File: src/shared/nicim_cfg.svh
`ifndef NICIM_CFG_SVH
`define NICIM_CFG_SVH

`define NICIM_ADDR_W 8
`define NICIM_OFS_MASK 8'h38
`define NICIM_OFS_STAT 8'h40

`define NICIM_MASK_RESET 32'h00000000
`define NICIM_MASK_WMASK 32'h0001a3ef
`define NICIM_NORMAL_BITS 32'h00000045
`define NICIM_ABNORM_BITS 32'h000023aa
`define NICIM_NORMAL_EN_BIT 16
`define NICIM_ABNORM_EN_BIT 15

`define NICIM_ST_TX_DONE 0
`define NICIM_ST_TX_STOP 1
`define NICIM_ST_TX_NOBUF 2
`define NICIM_ST_TX_JABBER 3
`define NICIM_ST_TX_UNDER 5
`define NICIM_ST_RX_DONE 6
`define NICIM_ST_RX_NOBUF 7
`define NICIM_ST_RX_STOP 8
`define NICIM_ST_RX_WDOG 9
`define NICIM_ST_BUS_ERR 13
`define NICIM_ST_BERR_MSB 24
`define NICIM_ST_BERR_LSB 23

`define NICIM_PURGE_W 8
`define NICIM_PURGE_LSB 17
`define NICIM_PURGE_MSB 24
`define NICIM_PURGE_OVF_BIT 31
`define NICIM_MISS_W 7
`define NICIM_MISS_LSB 0
`define NICIM_MISS_MSB 6
`define NICIM_MISS_OVF_BIT 16
`define NICIM_PURGE_MAX 8'hff
`define NICIM_MISS_MAX 7'h7f

`endif

File: src/shared/nicim_pkg.sv
package nicim_pkg;

   typedef struct packed {
      logic [7:0] addr;
      logic [31:0] wdata;
      logic wr;
      logic rd;
   } nicim_bus_req_t;

   typedef struct packed {
      logic purge;
      logic missed;
   } nicim_loss_evt_t;

   typedef enum logic [1:0] {
      NICIM_RX_RUN = 2'b01,
      NICIM_RX_SUSP = 2'b10
   } nicim_rx_state_t;

endpackage : nicim_pkg

File: src/core/nicim_sat_counter.sv
`include "nicim_cfg.svh"

// Event counter with sticky overflow; holds at its top value once wrapped would occur.
module nicim_sat_counter #(
   parameter int W = 8
) (
   input wire logic mclk,
   input wire logic rst_b,
   input wire logic event_in,
   input wire logic clear,
   output logic [W-1:0] count,
   output logic ovf
);

   logic at_max;

   assign at_max = &count;

   always_ff @(posedge mclk or negedge rst_b) begin
      if (!rst_b) begin
         count <= '0;
      end else if (clear) begin
         // An event in the clearing cycle is counted after the clear
         count <= event_in ? W'(1) : '0;
      end else if (event_in && !at_max) begin
         count <= W'(count + W'(1));
      end
   end

   always_ff @(posedge mclk or negedge rst_b) begin
      if (!rst_b) begin
         ovf <= 1'b0;
      end else if (event_in && at_max && !clear) begin
         ovf <= 1'b1;
      end else if (clear) begin
         ovf <= 1'b0;
      end
   end

endmodule : nicim_sat_counter

File: src/core/nicim_top.sv
`include "nicim_cfg.svh"

module nicim_top
   import nicim_pkg::*;
(
   input wire logic mclk,
   input wire logic rst_b,
   input wire nicim_bus_req_t bus_req,
   output logic [31:0] rd_data,
   input wire logic [31:0] event_status,
   input wire nicim_loss_evt_t loss_evt,
   input wire logic rx_fetch_host_owned,
   input wire logic rx_restart,
   output logic irq,
   output logic normal_irq,
   output logic abnormal_irq,
   output logic [1:0] bus_err_type,
   output logic rx_nobuf_set,
   output logic rx_suspended
);

   logic [31:0] irq_mask;
   logic [31:0] irq_cause;
   logic [31:0] stat_word;
   logic stat_rd;
   logic mask_wr;
   logic [`NICIM_PURGE_W-1:0] purge_count;
   logic [`NICIM_MISS_W-1:0] missed_count;
   logic purge_ovf;
   logic missed_ovf;
   nicim_rx_state_t rx_state;
   nicim_rx_state_t next_rx_state;

   // Per-source gating: a status bit counts only with its own enable and its class enable
   function automatic logic [31:0] gate_events(input logic [31:0] mask, input logic [31:0] status);
      logic [31:0] norm_en;
      logic [31:0] abn_en;
      norm_en = mask[`NICIM_NORMAL_EN_BIT] ? `NICIM_NORMAL_BITS : 32'h00000000;
      abn_en = mask[`NICIM_ABNORM_EN_BIT] ? `NICIM_ABNORM_BITS : 32'h00000000;
      return status & mask & (norm_en | abn_en);
   endfunction : gate_events

   assign mask_wr = bus_req.wr && (bus_req.addr == `NICIM_OFS_MASK);
   assign stat_rd = bus_req.rd && (bus_req.addr == `NICIM_OFS_STAT);

   // Interrupt mask register
   always_ff @(posedge mclk or negedge rst_b) begin
      if (!rst_b) begin
         irq_mask <= `NICIM_MASK_RESET;
      end else if (mask_wr) begin
         irq_mask <= bus_req.wdata & `NICIM_MASK_WMASK;
      end
   end

   // Interrupt generation
   assign irq_cause = gate_events(irq_mask, event_status);

   always_ff @(posedge mclk or negedge rst_b) begin
      if (!rst_b) begin
         irq <= 1'b0;
         normal_irq <= 1'b0;
         abnormal_irq <= 1'b0;
      end else begin
         irq <= |irq_cause;
         normal_irq <= |(irq_cause & `NICIM_NORMAL_BITS);
         abnormal_irq <= |(irq_cause & `NICIM_ABNORM_BITS);
      end
   end

   // Error type is captured only while the bus error source is live, so it stays valid after it drops
   always_ff @(posedge mclk or negedge rst_b) begin
      if (!rst_b) begin
         bus_err_type <= 2'h0;
      end else if (irq_cause[`NICIM_ST_BUS_ERR]) begin
         bus_err_type <= event_status[`NICIM_ST_BERR_MSB:`NICIM_ST_BERR_LSB];
      end
   end

   // Receive descriptor ownership tracking
   always_comb begin
      next_rx_state = rx_state;
      case (rx_state)
         NICIM_RX_RUN: begin
            if (rx_fetch_host_owned) begin
               next_rx_state = NICIM_RX_SUSP;
            end
         end
         NICIM_RX_SUSP: begin
            if (rx_restart) begin
               next_rx_state = NICIM_RX_RUN;
            end
         end
         default: begin
            next_rx_state = NICIM_RX_RUN;
         end
      endcase
   end

   always_ff @(posedge mclk or negedge rst_b) begin
      if (!rst_b) begin
         rx_state <= NICIM_RX_RUN;
      end else begin
         rx_state <= next_rx_state;
      end
   end

   // One pulse per entry into suspension; repeated fetches while suspended do not re-raise it
   always_ff @(posedge mclk or negedge rst_b) begin
      if (!rst_b) begin
         rx_nobuf_set <= 1'b0;
      end else begin
         rx_nobuf_set <= (rx_state == NICIM_RX_RUN) && rx_fetch_host_owned;
      end
   end

   assign rx_suspended = (rx_state == NICIM_RX_SUSP);

   // Loss statistics
   nicim_sat_counter #(
      .W(`NICIM_PURGE_W)
   ) u_purge_cnt (
      .mclk(mclk),
      .rst_b(rst_b),
      .event_in(loss_evt.purge),
      .clear(stat_rd),
      .count(purge_count),
      .ovf(purge_ovf)
   );

   nicim_sat_counter #(
      .W(`NICIM_MISS_W)
   ) u_miss_cnt (
      .mclk(mclk),
      .rst_b(rst_b),
      .event_in(loss_evt.missed),
      .clear(stat_rd),
      .count(missed_count),
      .ovf(missed_ovf)
   );

   always_comb begin
      stat_word = 32'h00000000;
      stat_word[`NICIM_PURGE_OVF_BIT] = purge_ovf;
      stat_word[`NICIM_PURGE_MSB:`NICIM_PURGE_LSB] = purge_count;
      stat_word[`NICIM_MISS_OVF_BIT] = missed_ovf;
      stat_word[`NICIM_MISS_MSB:`NICIM_MISS_LSB] = missed_count;
   end

   // Read port; unmapped addresses and idle cycles return zero
   always_ff @(posedge mclk or negedge rst_b) begin
      if (!rst_b) begin
         rd_data <= 32'h00000000;
      end else if (bus_req.rd) begin
         case (bus_req.addr)
            `NICIM_OFS_MASK: begin
               rd_data <= irq_mask;
            end
            `NICIM_OFS_STAT: begin
               rd_data <= stat_word;
            end
            default: begin
               rd_data <= 32'h00000000;
            end
         endcase
      end else begin
         rd_data <= 32'h00000000;
      end
   end

   logic normal_summary_enable;
   logic abnormal_summary_enable;
   assign normal_summary_enable = irq_mask[`NICIM_NORMAL_EN_BIT];
   assign abnormal_summary_enable = irq_mask[`NICIM_ABNORM_EN_BIT];
endmodule : nicim_top

File: config.mk
export PLATFORM = sky130hd
export DESIGN_NAME = nicim_top
export DESIGN_NICKNAME = d
export VERILOG_FILES = /design/src/shared/nicim_pkg.sv /design/src/core/nicim_sat_counter.sv /design/src/core/nicim_top.sv
export VERILOG_INCLUDE_DIRS = /design/src /design/src/shared
export SDC_FILE = /design/constraint.sdc
export NUM_CORES = 1
export LEC_CHECK = 0
export BUFFER_PORTS_ARGS = -buffer_cell sky130_fd_sc_hd__buf_2
export CAP_MARGIN = 20
export CORE_ASPECT_RATIO = 1.75
export CORE_MARGIN = 2
export CORE_UTILIZATION = 25
export CTS_BUF_LIST = sky130_fd_sc_hd__clkbuf_4 sky130_fd_sc_hd__clkbuf_8 sky130_fd_sc_hd__clkbuf_16
export DETAILED_ROUTE_END_ITERATION = 16
export PLACE_DENSITY = 0.44
export SYNTH_ARGS = -nofsm -noshare
export SYNTH_HDL_FRONTEND = slang
export SYNTH_HIERARCHICAL = 1
export SYNTH_SLANG_ARGS = --single-unit
File: constraint.sdc
create_clock -name mclk -period 1.5 [get_ports mclk]
set_input_delay 0.225 -clock mclk [delete_from_list [all_inputs] [get_ports mclk]]
set_output_delay 0.225 -clock mclk [all_outputs]
set_load 0.01 [all_outputs]
**Word level (Yosys, flattened, before mapping)**

Cells that the tools add are included.

- $add $sub $neg: 2
- $mul: 0
- Div/mod/pow operators: 0
- Magnitude comparators: 0
- Eq/ne operators: 6
- Shifts and indexed selects: 0
- Mux-type cells: 16
- Bitwise gates (word level): 3
- Reduce and logical (&&, ||, !) cells: 22

Operator list:

| operator | number |
|---|---|
| 32-bit one-hot mux with 2 select lines | 1 |
| 32-bit by 14-bit bitwise AND with 32-bit output | 1 |
| 32-bit by 17-bit bitwise AND with 32-bit output | 1 |
| 32-bit 2-to-1 mux | 1 |
| 32-bit OR reduction | 1 |
| 7-bit 2-to-1 mux | 3 |
| 8-bit 2-to-1 mux | 2 |
| 14-bit 2-to-1 mux | 1 |
| 7-bit by 14-bit bitwise OR with 14-bit output | 1 |
| 1-bit logical AND | 9 |
| 8-bit by 1-bit adder with 8-bit output (second input constant) | 1 |
| 8-bit by 6-bit == test with 1-bit output (second input constant) | 1 |
| 8-bit by 7-bit == test with 1-bit output (second input constant) | 1 |
| 8-bit AND reduction | 1 |
| 2-bit nonzero test | 4 |
| 7-bit by 1-bit adder with 7-bit output (second input constant) | 1 |
| 7-bit AND reduction | 1 |
| 7-bit OR reduction | 1 |
| 1-bit 2-to-1 mux | 5 |
| 2-bit 2-to-1 mux | 2 |
| 2-bit inequality test (second input constant) | 2 |
| 2-bit one-hot mux with 2 select lines | 1 |
| 1-bit zero test | 3 |
| 3-bit OR reduction | 1 |
| other kinds (3) | 3 |

- Register bits: 69
- Bits in latches: 0
- Memory bits (writable): 0
- ROM bits: 0
- Input bits: 80
- Output and inout port bits: 39
- Word-level logic and storage cells: 61
- Memories: 0

**Longest topological paths before layout**

Gate-level depths: netlist of the first run.

- Depth after elaboration: 5
- Mapped depth: 7
- Mapped depth without buffers: 5

**Cells and area by module**

Netlist of the first run, hierarchy kept.

Modules (own cells, without submodules):

| module | times used | cells each | area each (sq um) |
|---|---|---|---|
| nicim_top | 1 | 121 | 1695.4 |
| nicim_sat_counter at u_purge_cnt | 1 | 56 | 545.5 |
| nicim_sat_counter at u_miss_cnt | 1 | 43 | 439.2 |

**Least setup slack after synthesis of the first run**

No wires, ideal clock.

- Path type: input port to flip-flop
- Start: input port bus_req[39] in the netlist's numbering
- End: register u_purge_cnt.count[7]
- Setup time: 0.128 ns
- Arrival: 1.499 ns
- Slack: -0.126 ns
- Stages: 6
- Path buffers: 2
- Path through: nor4b_4 and3_2 buf_4 buf_2 a21oi_1 mux2_1

- Word-level cells in the longest chain between the ends: 3
- Elaborated cells between the ends (all ways): 4
- Those cells by class: eq/ne: 1; mux: 1; reduce/logical: 2

Ends and longest elaborated chain:

| what | line | text |
|---|---|---|
| start, declared | nicim_top.sv:8 | `input wire nicim_bus_req_t bus_req,` |
| 8-bit by 7-bit == test with 1-bit output (*) | - |  |
| 1-bit logical AND (*) | nicim_top.sv:44 | `` assign stat_rd = bus_req.rd && (bus_req.addr == `NICIM_OFS_STAT); `` |
| via stat_rd | nicim_top.sv:25 | `logic stat_rd;` |
| 8-bit 2-to-1 mux or 2-bit nonzero test (tied branches) | - |  |
| end signal, assigned | nicim_sat_counter.sv:24 | `count <= event_in ? W'(1) : '0;` |
| end signal, assigned | nicim_sat_counter.sv:26 | `count <= W'(count + W'(1));` |
| end, declared | nicim_sat_counter.sv:11 | `output logic [W-1:0] count,` |

The timed path passes the listed nets; every way through them passes the cells marked *.
A chain may end at the register's enable or synchronous reset.

**Worst setup path in the final report of the first run**

- Start: register u_miss_cnt.count[0]
- End: register u_miss_cnt.count[1]

- Word-level cells in the longest chain between the ends: 4
- Elaborated cells between the ends (all ways): 7
- Those cells by class: add/sub: 1; mux: 2; reduce/logical: 4

Ends and longest elaborated chain:

| what | line |
|---|---|
| start, declared | nicim_sat_counter.sv:11 |
| start signal, assigned | nicim_sat_counter.sv:24 |
| start signal, assigned | nicim_sat_counter.sv:26 |
| parallel branches: the longest is 4 deep, another holds 7-bit by 1-bit adder with 7-bit output | - |

Several ways; the timed one is not identified. The select of a mux whose other input is x is not followed.

==> out/summary.txt, run 1 <==
Outcome -> finished, final reports clean
GRT Resource Usage Total -> 0.1196
P&R area growth vs syn -> 31.70%
H-tree levels -> 3
Hold path cells -> 2
Clk slew on worst S/H paths -> 0.05 ns
Cell taking the most area after synthesis -> dfrtp_1
Top-area cell type share of the netlist area -> 0.5415
Die area -> 0.01160 mm²
Fin crit share -> 0.9365
Final hold violations -> 0
Min cycle time layout -> 1.405 ns
R2R cell count -> 4
Worst hold slack -> 0.09345 ns
Fin. max-slew vios -> 0
Gr ovfl total -> 0
Worst EP required -> 1.75 ns
CP Launch Type -> register
Num CTS Buffers -> 9
DRT antenna net count -> 0
Prevailing post-synth register cell -> dfrtp_1
Max FO, Critical Path -> 5
Multi-input logic area -> 0.001061 mm²
FP Rows -> 50
Clk buf depth -> 2
Share of cells above drive strength 1 -> 0.4345
Synth async-reset ratio -> 1.000
R2r startpoint -> u_miss_cnt/count[0]$_DFFE_PN0P_
Reg area -> 0.001478 mm²
Largest net degree at the start of global routing -> 30
Drt pass-1 iters -> 4
Crit path DAT -> 1.65 ns
Pwr Density -> 1349 mW/mm²
Nets -> 390
Hold EP -> rx_state[1]$_DFFE_PN0P_
Vias in the first global route -> 2071
GP Congestion -> 0.7237
Dominant cells by area after synthesis -> dfrtp_1, mux2_4, buf_4
R2R Path End -> u_miss_cnt/count[1]$_DFFE_PN0P_
Core area -> 0.01057 mm²
Clock root cell -> clkbuf_16
DR DRC count -> 0
Synthesized area per cell -> 12.18 µm²
Worst vdd ir -> 558.4 µV
# fillers -> 1082
Post-CTS setup buffer count -> 0
Total power -> 0.004762 W
Crit path kind -> register to register
EDFF count, synth -> 0
Setup WS pre-CTS -> -0.04054 ns
Vias per cell -> 4.506
Initial antenna violation count -> 0
Worst skew pair latency -> 0.33 ns
Layout Skew -> 0.005046 ns
Fin worst setup slack -> 0.09528 ns
Final setup violation count -> 0
WL final -> 6.473 mm
Top Ports -> 119
CTS tree -> yes
Crit path from -> u_miss_cnt/count[0]$_DFFE_PN0P_
DR vias -> 1996
Post-Synthesis Cells -> 220
Total of max-cap violations -> 0
DR WL/cell -> 14.61 µm
Hold Crit Class -> input port to register
Sequential element share of the synthesized area -> 0.5514
Initial core utilization -> 0.2535
FF-to-FF setup slack -> 0.1 ns
I/O Buffers -> 68
LEAKAGE -> 1.832 nW
Worst setup EP type -> register
Die W -> 82.27 µm
First-pass GRT wire length -> 10.18 mm
Post-synthesis instance area -> 0.002680 mm²
Diode count -> 0
RSZ-0062 raised after global routing -> no
Fmax -> 711.9 MHz
Seq cells post-synth -> 59
Die height -> 141.0 µm
Worst Min Path Start -> rx_restart
Final HPWL from detailed placement -> 4.984 mm
DRT iter0 DRCs -> 61
Yosys cell types -> 49
Synth Warn # -> 6
CTS sink count -> 59
-- sequential cells by signal (all words and copies together), names as in the netlist, 2 cells and up --
register / cells
bus_err_type: 2
rx_state: 2
irq_mask: 12
u_miss_cnt/count: 7
rd_data: 22
u_purge_cnt/count: 8
-- cells in the final DEF, fill, tap and decap left out, drive strengths merged, types with 5 or more instances in the layout --
cell,count
buf,86
mux2,15
nor2,14
inv,10
a21oi,7
conb,10
nand3,8
clkbuf,11
dfrtp,58
nor3,5
and3,7
a22oi,9
nand2,10
and2,13
-- worst max path at each step --
stage	end	cells after the start
5_1_grt	u_purge_cnt/count[0]$_DFFE_PN0P_	4
3_3_place_gp	irq_mask[9]$_DFFE_PN0P_	6
2_1_floorplan	u_purge_cnt/count[7]$_DFFE_PN0P_	6
3_5_place_dp	irq_mask[3]$_DFFE_PN0P_	6
4_1_cts	u_purge_cnt/count[0]$_DFFE_PN0P_	4
6_report	u_miss_cnt/count[1]$_DFFE_PN0P_	4
-- kinds of logic (layout without fill, tap and decap cells) --
logic type                 count (synthesis)  count (layout)  synth area share
and+or+nand+nor                           75              75            0.1797
DFF                                       59              59            0.5514
AOI/OAI and AO/OA                         36              36            0.1036
buffers and inverters                     29             113           0.06629
muxes                                     18              18           0.08823
adders and majority gates                  2               2          0.009336
other                                      1              10          0.001399
-- power breakdown --
part | internal [W] | switching, W
clock | 0.00119 | 0.000688
combinational | 0.000410 | 0.000424
sequential | 0.00180 | 0.000247
total | 0.00340 | 0.00136
-- layer usage --
metal / share of wire / wire length [µm] / GRT usage / vias up
met5: 0 / 0 / 0 / -
li1: - / - / - / 941
met3: 0.055 / 356 / 0.03329 / 8
met4: 0.022 / 141 / 0.05789 / 0
met1: 0.36 / 2328 / 0.1197 / 986
met2: 0.56 / 3648 / 0.2173 / 61
-- critical path: stages, from the launching register on --
cell	delay, ns
dfrtp_1	0.38
ha_1	0.25
and4_4	0.23
a21oi_2	0.25
mux2i_1	0.22
-- cell usage after synthesis (2+ instances only) --
library cell,count
a211oi_1,2
a211oi_2,2
a21oi_1,6
a222oi_1,2
a22oi_1,9
a31oi_1,4
a41oi_1,2
and2_1,11
and2_2,2
and3_1,6
and4_1,2
and4_4,2
and4b_1,2
buf_4,14
buf_6,2
clkbuf_1,2
dfrtp_1,58
ha_1,2
inv_1,10
mux2_2,4
mux2_4,10
mux2i_1,3
nand2_1,10
nand2b_1,3
nand3_1,6
nand3_2,2
nor2_1,14
nor2b_1,3
nor3_1,4
o21a_1,2
-- per-stage QoR --
stage	TNS, ns	std cells	instance area (µm²)	util
2_1_floorplan	-0.08714	229	2718	-
3_3_place_gp	-0.3515	426	3237	0.3062
3_5_place_dp	-0.4224	426	3237	0.3062
4_1_cts	0	443	3527	0.3336
5_1_grt	0	443	3530	0.3338
6_report	0	443	3530	0.3338
-- area by class of cell --
| class | instances | area share |
|---|---|---|
| Clock buffer | 11 | 0.07161 |
| Clock inverter | 5 | 0.007799 |
| Inverter | 10 | 0.01063 |
| Multi-Input combinational cell | 141 | 0.3006 |
| Sequential cell | 59 | 0.4186 |
| Tap cell | 130 | 0.04608 |
| Timing Repair Buffer | 87 | 0.1446 |
-- timing repair --
item | 4_1_cts | 5_1_grt
hold endpoints to repair | 16 | 0
endpoints found under the setup margin | 0 | 2
gates resized for setup | 0 | 1
hold buffers | 1 | 0
Note: power is estimated with default switching activity, not from simulation.
==> run 2: changes to the inputs <==
--- a/config.mk
+++ b/config.mk
@@ -14,6 +14,7 @@
 export CTS_BUF_LIST = sky130_fd_sc_hd__clkbuf_4 sky130_fd_sc_hd__clkbuf_8 sky130_fd_sc_hd__clkbuf_16
 export DETAILED_ROUTE_END_ITERATION = 16
 export PLACE_DENSITY = 0.44
+export RECOVER_POWER = 25
 export SYNTH_ARGS = -nofsm -noshare
 export SYNTH_HDL_FRONTEND = slang
 export SYNTH_HIERARCHICAL = 1
==> run 2 against run 1 <==
  * Routed wire length is essentially flat
  * Sequential power hardly changed
  * Via count stayed put
  * Largest power group unchanged
==> out/summary.txt, run 2 (same netlist as run 1, synthesis figures left out) <==
Outcome -> finished, final reports clean (unchanged)
Clock root cell -> clkbuf_16 (unchanged)
Top flop regs -> rd_data (22), irq_mask (12), u_purge_cnt/count (8) (unchanged)
Drt pass-1 iters -> 4 (unchanged)
Final setup violation count -> 0 (unchanged)
Nets -> 390 (unchanged)
DR vias -> 1996 (unchanged)
Reg area -> 0.001478 mm² (unchanged)
Vias per cell -> 4.506 (unchanged)
Die area -> 0.01160 mm² (unchanged)
R2R Path End -> u_miss_cnt/count[1]$_DFFE_PN0P_ (unchanged)
Final HPWL from detailed placement -> 4.984 mm (unchanged)
Multi-input logic area -> 0.001045 mm² (was 0.001061 mm²)
Top reg by flops -> rd_data (unchanged)
H-tree levels -> 3 (unchanged)
Crit path from -> u_miss_cnt/count[0]$_DFFE_PN0P_ (unchanged)
Slew @ Worst Pin -> 0.5015 ns
I/O Buffers -> 68 (unchanged)
Clk buf depth -> 2 (unchanged)
GP Congestion -> 0.7237 (unchanged)
DR DRC count -> 0 (unchanged)
P&R area growth vs syn -> 30.49% (was 31.70%)
DRT antenna net count -> 0 (unchanged)
Gr ovfl total -> 0 (unchanged)
CTS tree -> yes (unchanged)
Logic gate share of total power -> 0.174 (was 0.175)
Worst vdd ir -> 558.9 µV (was 558.4 µV)
P_int -> 0.003397 W (was 0.003403 W)
Crit path DAT -> 1.66 ns (was 1.65 ns)
Clk slew on worst S/H paths -> 0.05 ns (about the same)
Clk pwr share -> 0.396 (was 0.395)
Final Core Density -> 0.3308 (was 0.3338)
Sequential fraction of design power -> 0.431 (was 0.430)
Worst setup EP type -> register (unchanged)
Fmax -> 711.1 MHz (was 711.9 MHz)
Most common cell after layout, fill and taps aside -> buf_2 (unchanged)
Worst hold slack -> 0.09332 ns (was 0.09345 ns)
Hold Crit Class -> input port to register (unchanged)
CTS sink count -> 59 (unchanged)
Commonest non-fill, non-tap cells in the layout -> buf_2, dfrtp_1, buf_4 (unchanged)
R2R cell count -> 4 (unchanged)
CP Launch Type -> register (unchanged)
Initial core utilization -> 0.2535 (unchanged)
R2r startpoint -> u_miss_cnt/count[0]$_DFFE_PN0P_ (unchanged)
Largest net degree at the start of global routing -> 30 (unchanged)
Worst EP required -> 1.75 ns (about the same)
Die W -> 82.27 µm (unchanged)
Fin. max-slew vios -> 0 (unchanged)
LEAKAGE -> 1.820 nW (was 1.832 nW)
Fin crit share -> 0.9375 (was 0.9365)
RSZ-0062 raised after global routing -> no (unchanged)
Core area -> 0.01057 mm² (unchanged)
Vias in the first global route -> 2071 (unchanged)
Slew HR -> 0.6656
FP Rows -> 50 (unchanged)
Switching pwr -> 0.001356 W (was 0.001359 W)
Layout Skew -> 0.005026 ns (was 0.005046 ns)
First-pass GRT wire length -> 10.18 mm (unchanged)
FF-to-FF setup slack -> 0.09 ns (was 0.1 ns)
End point of the critical path -> u_miss_cnt/count[1]$_DFFE_PN0P_ (unchanged)
DRT iter0 DRCs -> 62 (was 61)
Worst skew pair latency -> 0.33 ns (about the same)
Top Ports -> 119 (unchanged)
WL final -> 6.472 mm (was 6.473 mm)
DR WL/cell -> 14.61 µm (about the same)
Die height -> 141.0 µm (unchanged)
Final hold violations -> 0 (unchanged)
GRT Resource Usage Total -> 0.1196 (unchanged)
Number of flip-flops in the largest register -> 22 (unchanged)
Share of cells above drive strength 1 -> 0.4249 (was 0.4345)
# fillers -> 1089 (was 1082)
Diode count -> 0 (unchanged)
Num CTS Buffers -> 9 (unchanged)
Crit path kind -> register to register (unchanged)
Max FO, Critical Path -> 5 (unchanged)
Initial antenna violation count -> 0 (unchanged)
Min cycle time layout -> 1.406 ns (was 1.405 ns)
Pwr Density -> 1359 mW/mm² (was 1349 mW/mm²)
Total of max-cap violations -> 0 (unchanged)
Net Sw Frac -> 0.2854 (about the same)
## run 2: worst max-delay path: stages, from the launching register on
cell and delay (ns):
dfrtp_1 0.38, ha_1 0.25, and4_4 0.23, a21oi_2 0.25, mux2i_1 0.22
## run 2: worst min-delay path by stage
stage | startpoint | slack (ns) | endpoint | cells past startpoint
finish | rx_restart | 0.09 | rx_state[1]$_DFFE_PN0P_ | 2
global route | rx_restart | 0.1 | rx_state[1]$_DFFE_PN0P_ | 2
floorplan | rst_b | -0.07 | abnormal_irq$_DFF_PN0_ | 0
global placement | rst_b | 0.21 | abnormal_irq$_DFF_PN0_ | 1
CTS | rx_restart | 0.09 | rx_state[1]$_DFFE_PN0P_ | 2
detailed placement | rst_b | 0.22 | irq$_DFF_PN0_ | 1
## run 2: cell type report
class	instances	share of cell area
multi-input combinational	141	0.2987
sequential	59	0.4225
clock buffer	11	0.07227
clock inverter	5	0.007871
inverter	10	0.01073
timing repair buffer	87	0.1413
tap	130	0.04651
## run 2: power groups by stage
stage / combinational [W] / clock [W] / sequential, W
after global placement: 0.000821 / 0 / 0.00207
final: 0.000825 / 0.00188 / 0.00205
after global routing: 0.000939 / 0.00201 / 0.00208
after floorplan: 0.000548 / 0 / 0.00201
after detailed placement: 0.000837 / 0 / 0.00207
after CTS: 0.000843 / 0.00195 / 0.00205
## run 2: stage by stage
step / setup TNS [ns] / instance area (µm²) / std cells / worst slack, ns / total power (W)
after CTS: 0 / 3527 / 443 / 0.08172 / 0.004840
final: 0 / 3497 / 443 / 0.09372 / 0.004753
after global placement: -0.3515 / 3237 / 426 / -0.03693 / 0.002889
after global routing: 0 / 3497 / 443 / 0.03233 / 0.005036
after floorplan: -0.08714 / 2718 / 229 / -0.08714 / 0.002562
after detailed placement: -0.4224 / 3237 / 426 / -0.04054 / 0.002910
## run 2: routing by layer
layer / vias to the layer above / routed length, µm / GRT usage
li1: 942 / - / -
met1: 985 / 2351 / 0.1197
met2: 61 / 3623 / 0.2173
met3: 8 / 356 / 0.03329
met4: 0 / 141 / 0.05789
met5: - / 0 / 0
## run 2: what timing repair did
item                       4_1_cts  5_1_grt
gates resized for setup          0        1
setup endpoints to repair        0        2
hold buffers                     1        0
hold endpoints to repair        16        0
buffers inserted                 0        0
==> run 3: changes to the inputs <==
--- a/config.mk
+++ b/config.mk
@@ -10,10 +10,10 @@
 export CAP_MARGIN = 20
 export CORE_ASPECT_RATIO = 1.75
 export CORE_MARGIN = 2
-export CORE_UTILIZATION = 25
+export CORE_UTILIZATION = 40
 export CTS_BUF_LIST = sky130_fd_sc_hd__clkbuf_4 sky130_fd_sc_hd__clkbuf_8 sky130_fd_sc_hd__clkbuf_16
 export DETAILED_ROUTE_END_ITERATION = 16
-export PLACE_DENSITY = 0.44
+export PLACE_DENSITY = 0.66
 export RECOVER_POWER = 25
 export SYNTH_ARGS = -nofsm -noshare
 export SYNTH_HDL_FRONTEND = slang
==> constraint.sdc (replaced) <==
create_clock -name mclk -period 1.6 [get_ports mclk]
set_input_delay 0.24 -clock mclk [delete_from_list [all_inputs] [get_ports mclk]]
set_output_delay 0.24 -clock mclk [all_outputs]
set_load 0.01 [all_outputs]
==> run 3 against run 2 <==
  * Global-route usage rose by 5.5 points
  * Register-to-register slack improved by 0.05 ns
  * Flip-flop and latch count did not move
  * Total power fell by 8.7%
  * Highest routed layer unchanged
  * Die area fell by 36%
  * Cell count fell by 13%
  * Sequential share of layout area rose by 1.6 points
  * Clock skew rose by 0.0028 ns
  * Utilization rose by 19 points
  * Setup slack improved by 0.049 ns
  * Critical endpoint unchanged
  * Non-clock buffer count fell by 10
  * Critical path depth did not move
==> out/summary.txt, run 3 (same netlist as run 1, synthesis figures left out) <==
Commonest non-fill, non-tap cells in the layout -> buf_2, dfrtp_1, nor2_1 (was buf_2, dfrtp_1, buf_4)
P&R area growth vs syn -> 25.77% (was 30.49%)
LEAKAGE -> 1.769 nW (was 1.820 nW)
Drt pass-1 iters -> 4 (unchanged)
Largest net degree at the start of global routing -> 26 (was 30)
Crit path kind -> register to register (unchanged)
CTS tree -> yes (unchanged)
Delay-heaviest family, CP -> flip-flops (unchanged)
Worst EP required -> 1.84 ns (was 1.75 ns)
Final hold violations -> 0 (unchanged)
Hold Crit Class -> input port to register (unchanged)
Worst hold slack -> 0.1202 ns (was 0.09332 ns)
Num CTS Buffers -> 9 (unchanged)
DRT iter0 DRCs -> 135 (was 62)
CP Launch Type -> register (unchanged)
Setup TNS -> 0 ns (unchanged)
Crit path cell chain -> ha_1, and4_4, a21oi_2, mux2i_1 (unchanged)
Buffers plus inverters on the worst setup path -> 0 (unchanged)
Fin. max-slew vios -> 0 (unchanged)
Crit path DAT -> 1.70 ns (was 1.66 ns)
Pwr Density -> 1287 mW/mm² (was 1359 mW/mm²)
CTS sink count -> 59 (unchanged)
H-tree levels -> 3 (unchanged)
Core area -> 0.006490 mm² (was 0.01057 mm²)
Initial core utilization -> 0.4130 (was 0.2535)
Worst vdd ir -> 745.5 µV (was 558.9 µV)
Post-CTS Resized -> 0 (unchanged)
Final Core Density -> 0.5194 (was 0.3308)
DR DRC count -> 0 (unchanged)
Clock root cell -> clkbuf_16 (unchanged)
Top Ports -> 119 (unchanged)
Die W -> 65.88 µm (was 82.27 µm)
Number of flip-flops in the largest register -> 22 (unchanged)
Layout Skew -> 0.007873 ns (was 0.005026 ns)
Nets -> 380 (was 390)
Vias per cell -> 5.192 (was 4.506)
Fmax -> 686.4 MHz (was 711.1 MHz)
I/O Buffers -> 68 (unchanged)
DR vias -> 1999 (was 1996)
Top reg by flops -> rd_data (unchanged)
Top flop regs -> rd_data (22), irq_mask (12), u_purge_cnt/count (8) (unchanged)
FP Rows -> 39 (was 50)
Vias in the first global route -> 2084 (was 2071)
Max FO, Critical Path -> 5 (unchanged)
RSZ-0062 raised after global routing -> no (unchanged)
Min cycle time layout -> 1.457 ns (was 1.406 ns)
Final setup violation count -> 0 (unchanged)
Die area -> 0.007397 mm² (was 0.01160 mm²)
Clk slew on worst S/H paths -> 0.05 ns (about the same)
GRT Resource Usage Total -> 0.1744 (was 0.1196)
Most common cell after layout, fill and taps aside -> buf_2 (unchanged)
WL final -> 5.856 mm (was 6.472 mm)
Largest stage delay, worst path -> 0.42 ns (was 0.38 ns)
Total of max-cap violations -> 0 (unchanged)
Fin crit share -> 0.9105 (was 0.9375)
Worst setup EP type -> register (unchanged)
Worst skew pair latency -> 0.33 ns (about the same)
Clk buf depth -> 2 (unchanged)
Die height -> 112.3 µm (was 141.0 µm)
Diode count -> 0 (unchanged)
DRT antenna net count -> 0 (unchanged)
GP Congestion -> 0.7541 (was 0.7237)
Gr ovfl total -> 0 (unchanged)
Outcome -> finished, final reports clean (unchanged)
DR WL/cell -> 15.21 µm (was 14.61 µm)
Share of cells above drive strength 1 -> 0.4059 (was 0.4249)
Final HPWL from detailed placement -> 4.240 mm (was 4.984 mm)
Slew HR -> 0.5960 (was 0.6656)
First-pass GRT wire length -> 9.729 mm (was 10.18 mm)
Initial antenna violation count -> 0 (unchanged)
CP max stage cell -> dfrtp_1 (unchanged)
Slew @ Worst Pin -> 0.6060 ns (was 0.5015 ns)
## run 3: cell count changes in the layout (fill, tap and decap cells not counted)
cell,before,now
ha_2,1,0
clkbuf_8,2,1
buf_4,15,6
nor4_4,0,1
ha_1,1,2
clkinv_2,4,3
clkinvlp_4,1,2
nor4_1,2,1
## run 3: through the flow
stage | std cells | instance area [µm²] | total power [W] | setup WS [ns]
after floorplan | 229 | 2718 | 0.002402 | -0.002143
after global placement | 368 | 3102 | 0.002579 | 0.08191
after detailed placement | 368 | 3102 | 0.002613 | 0.04464
after global routing | 385 | 3371 | 0.004562 | 0.09188
after CTS | 385 | 3388 | 0.004391 | 0.1531
final | 385 | 3371 | 0.004339 | 0.1431
## run 3: power breakdown
group | total, W | switching (W) | internal (W) | leakage, nW
sequential | 0.00197 | 0.000283 | 0.00169 | 0.789
combinational | 0.000623 | 0.000322 | 0.000301 | 0.846
clock | 0.00175 | 0.000650 | 0.00110 | 0.135
total | 0.00434 | 0.00125 | 0.00308 | 1.77
## run 3: worst reg2reg max path, cell delays in order, from the launching register on
cell	delay [ns]
dfrtp_1	0.42
ha_1	0.27
and4_4	0.22
a21oi_2	0.24
mux2i_1	0.22
## run 3: area by class of cell
cell class              instances  area (µm²)
inverters                      10       37.54
repair buffers                 77       419.2
clock buffers                  11       246.5
fillers                       598        3119
clock inverters                 5       30.03
flip-flops and latches         59        1478
well taps                      82       102.6
multi-input cells             141        1057
## run 3: routing by layer
metal,global-route usage,routed length (µm)
met1,0.1918,2148
met2,0.2983,3199
met3,0.04409,338
met4,0.09583,169
met5,0,0
## run 3: final timing paths
check / startpoint / endpoint / slack (ns) / depth (start not counted)
hold reg to reg: rx_state[1]$_DFFE_PN0P_ / rx_nobuf_set$_DFF_PN0_ / 0.45 / 1
min in group asynchronous: rst_b / rd_data[7]$_DFF_PN0_ / 0.37 / 2
hold / removal: rx_restart / rx_state[1]$_DFFE_PN0P_ / 0.12 / 2
setup reg to reg: u_miss_cnt/count[0]$_DFFE_PN0P_ / u_miss_cnt/count[1]$_DFFE_PN0P_ / 0.14 / 4
setup / recovery: u_miss_cnt/count[0]$_DFFE_PN0P_ / u_miss_cnt/count[1]$_DFFE_PN0P_ / 0.14 / 4
max in group asynchronous: rst_b / rd_data[2]$_DFF_PN0_ / 0.31 / 3
## run 3: timing repair
item                                   CTS  global route
buffers inserted                         0             0
endpoints found under the hold margin   15             0
hold buffers                             1             0
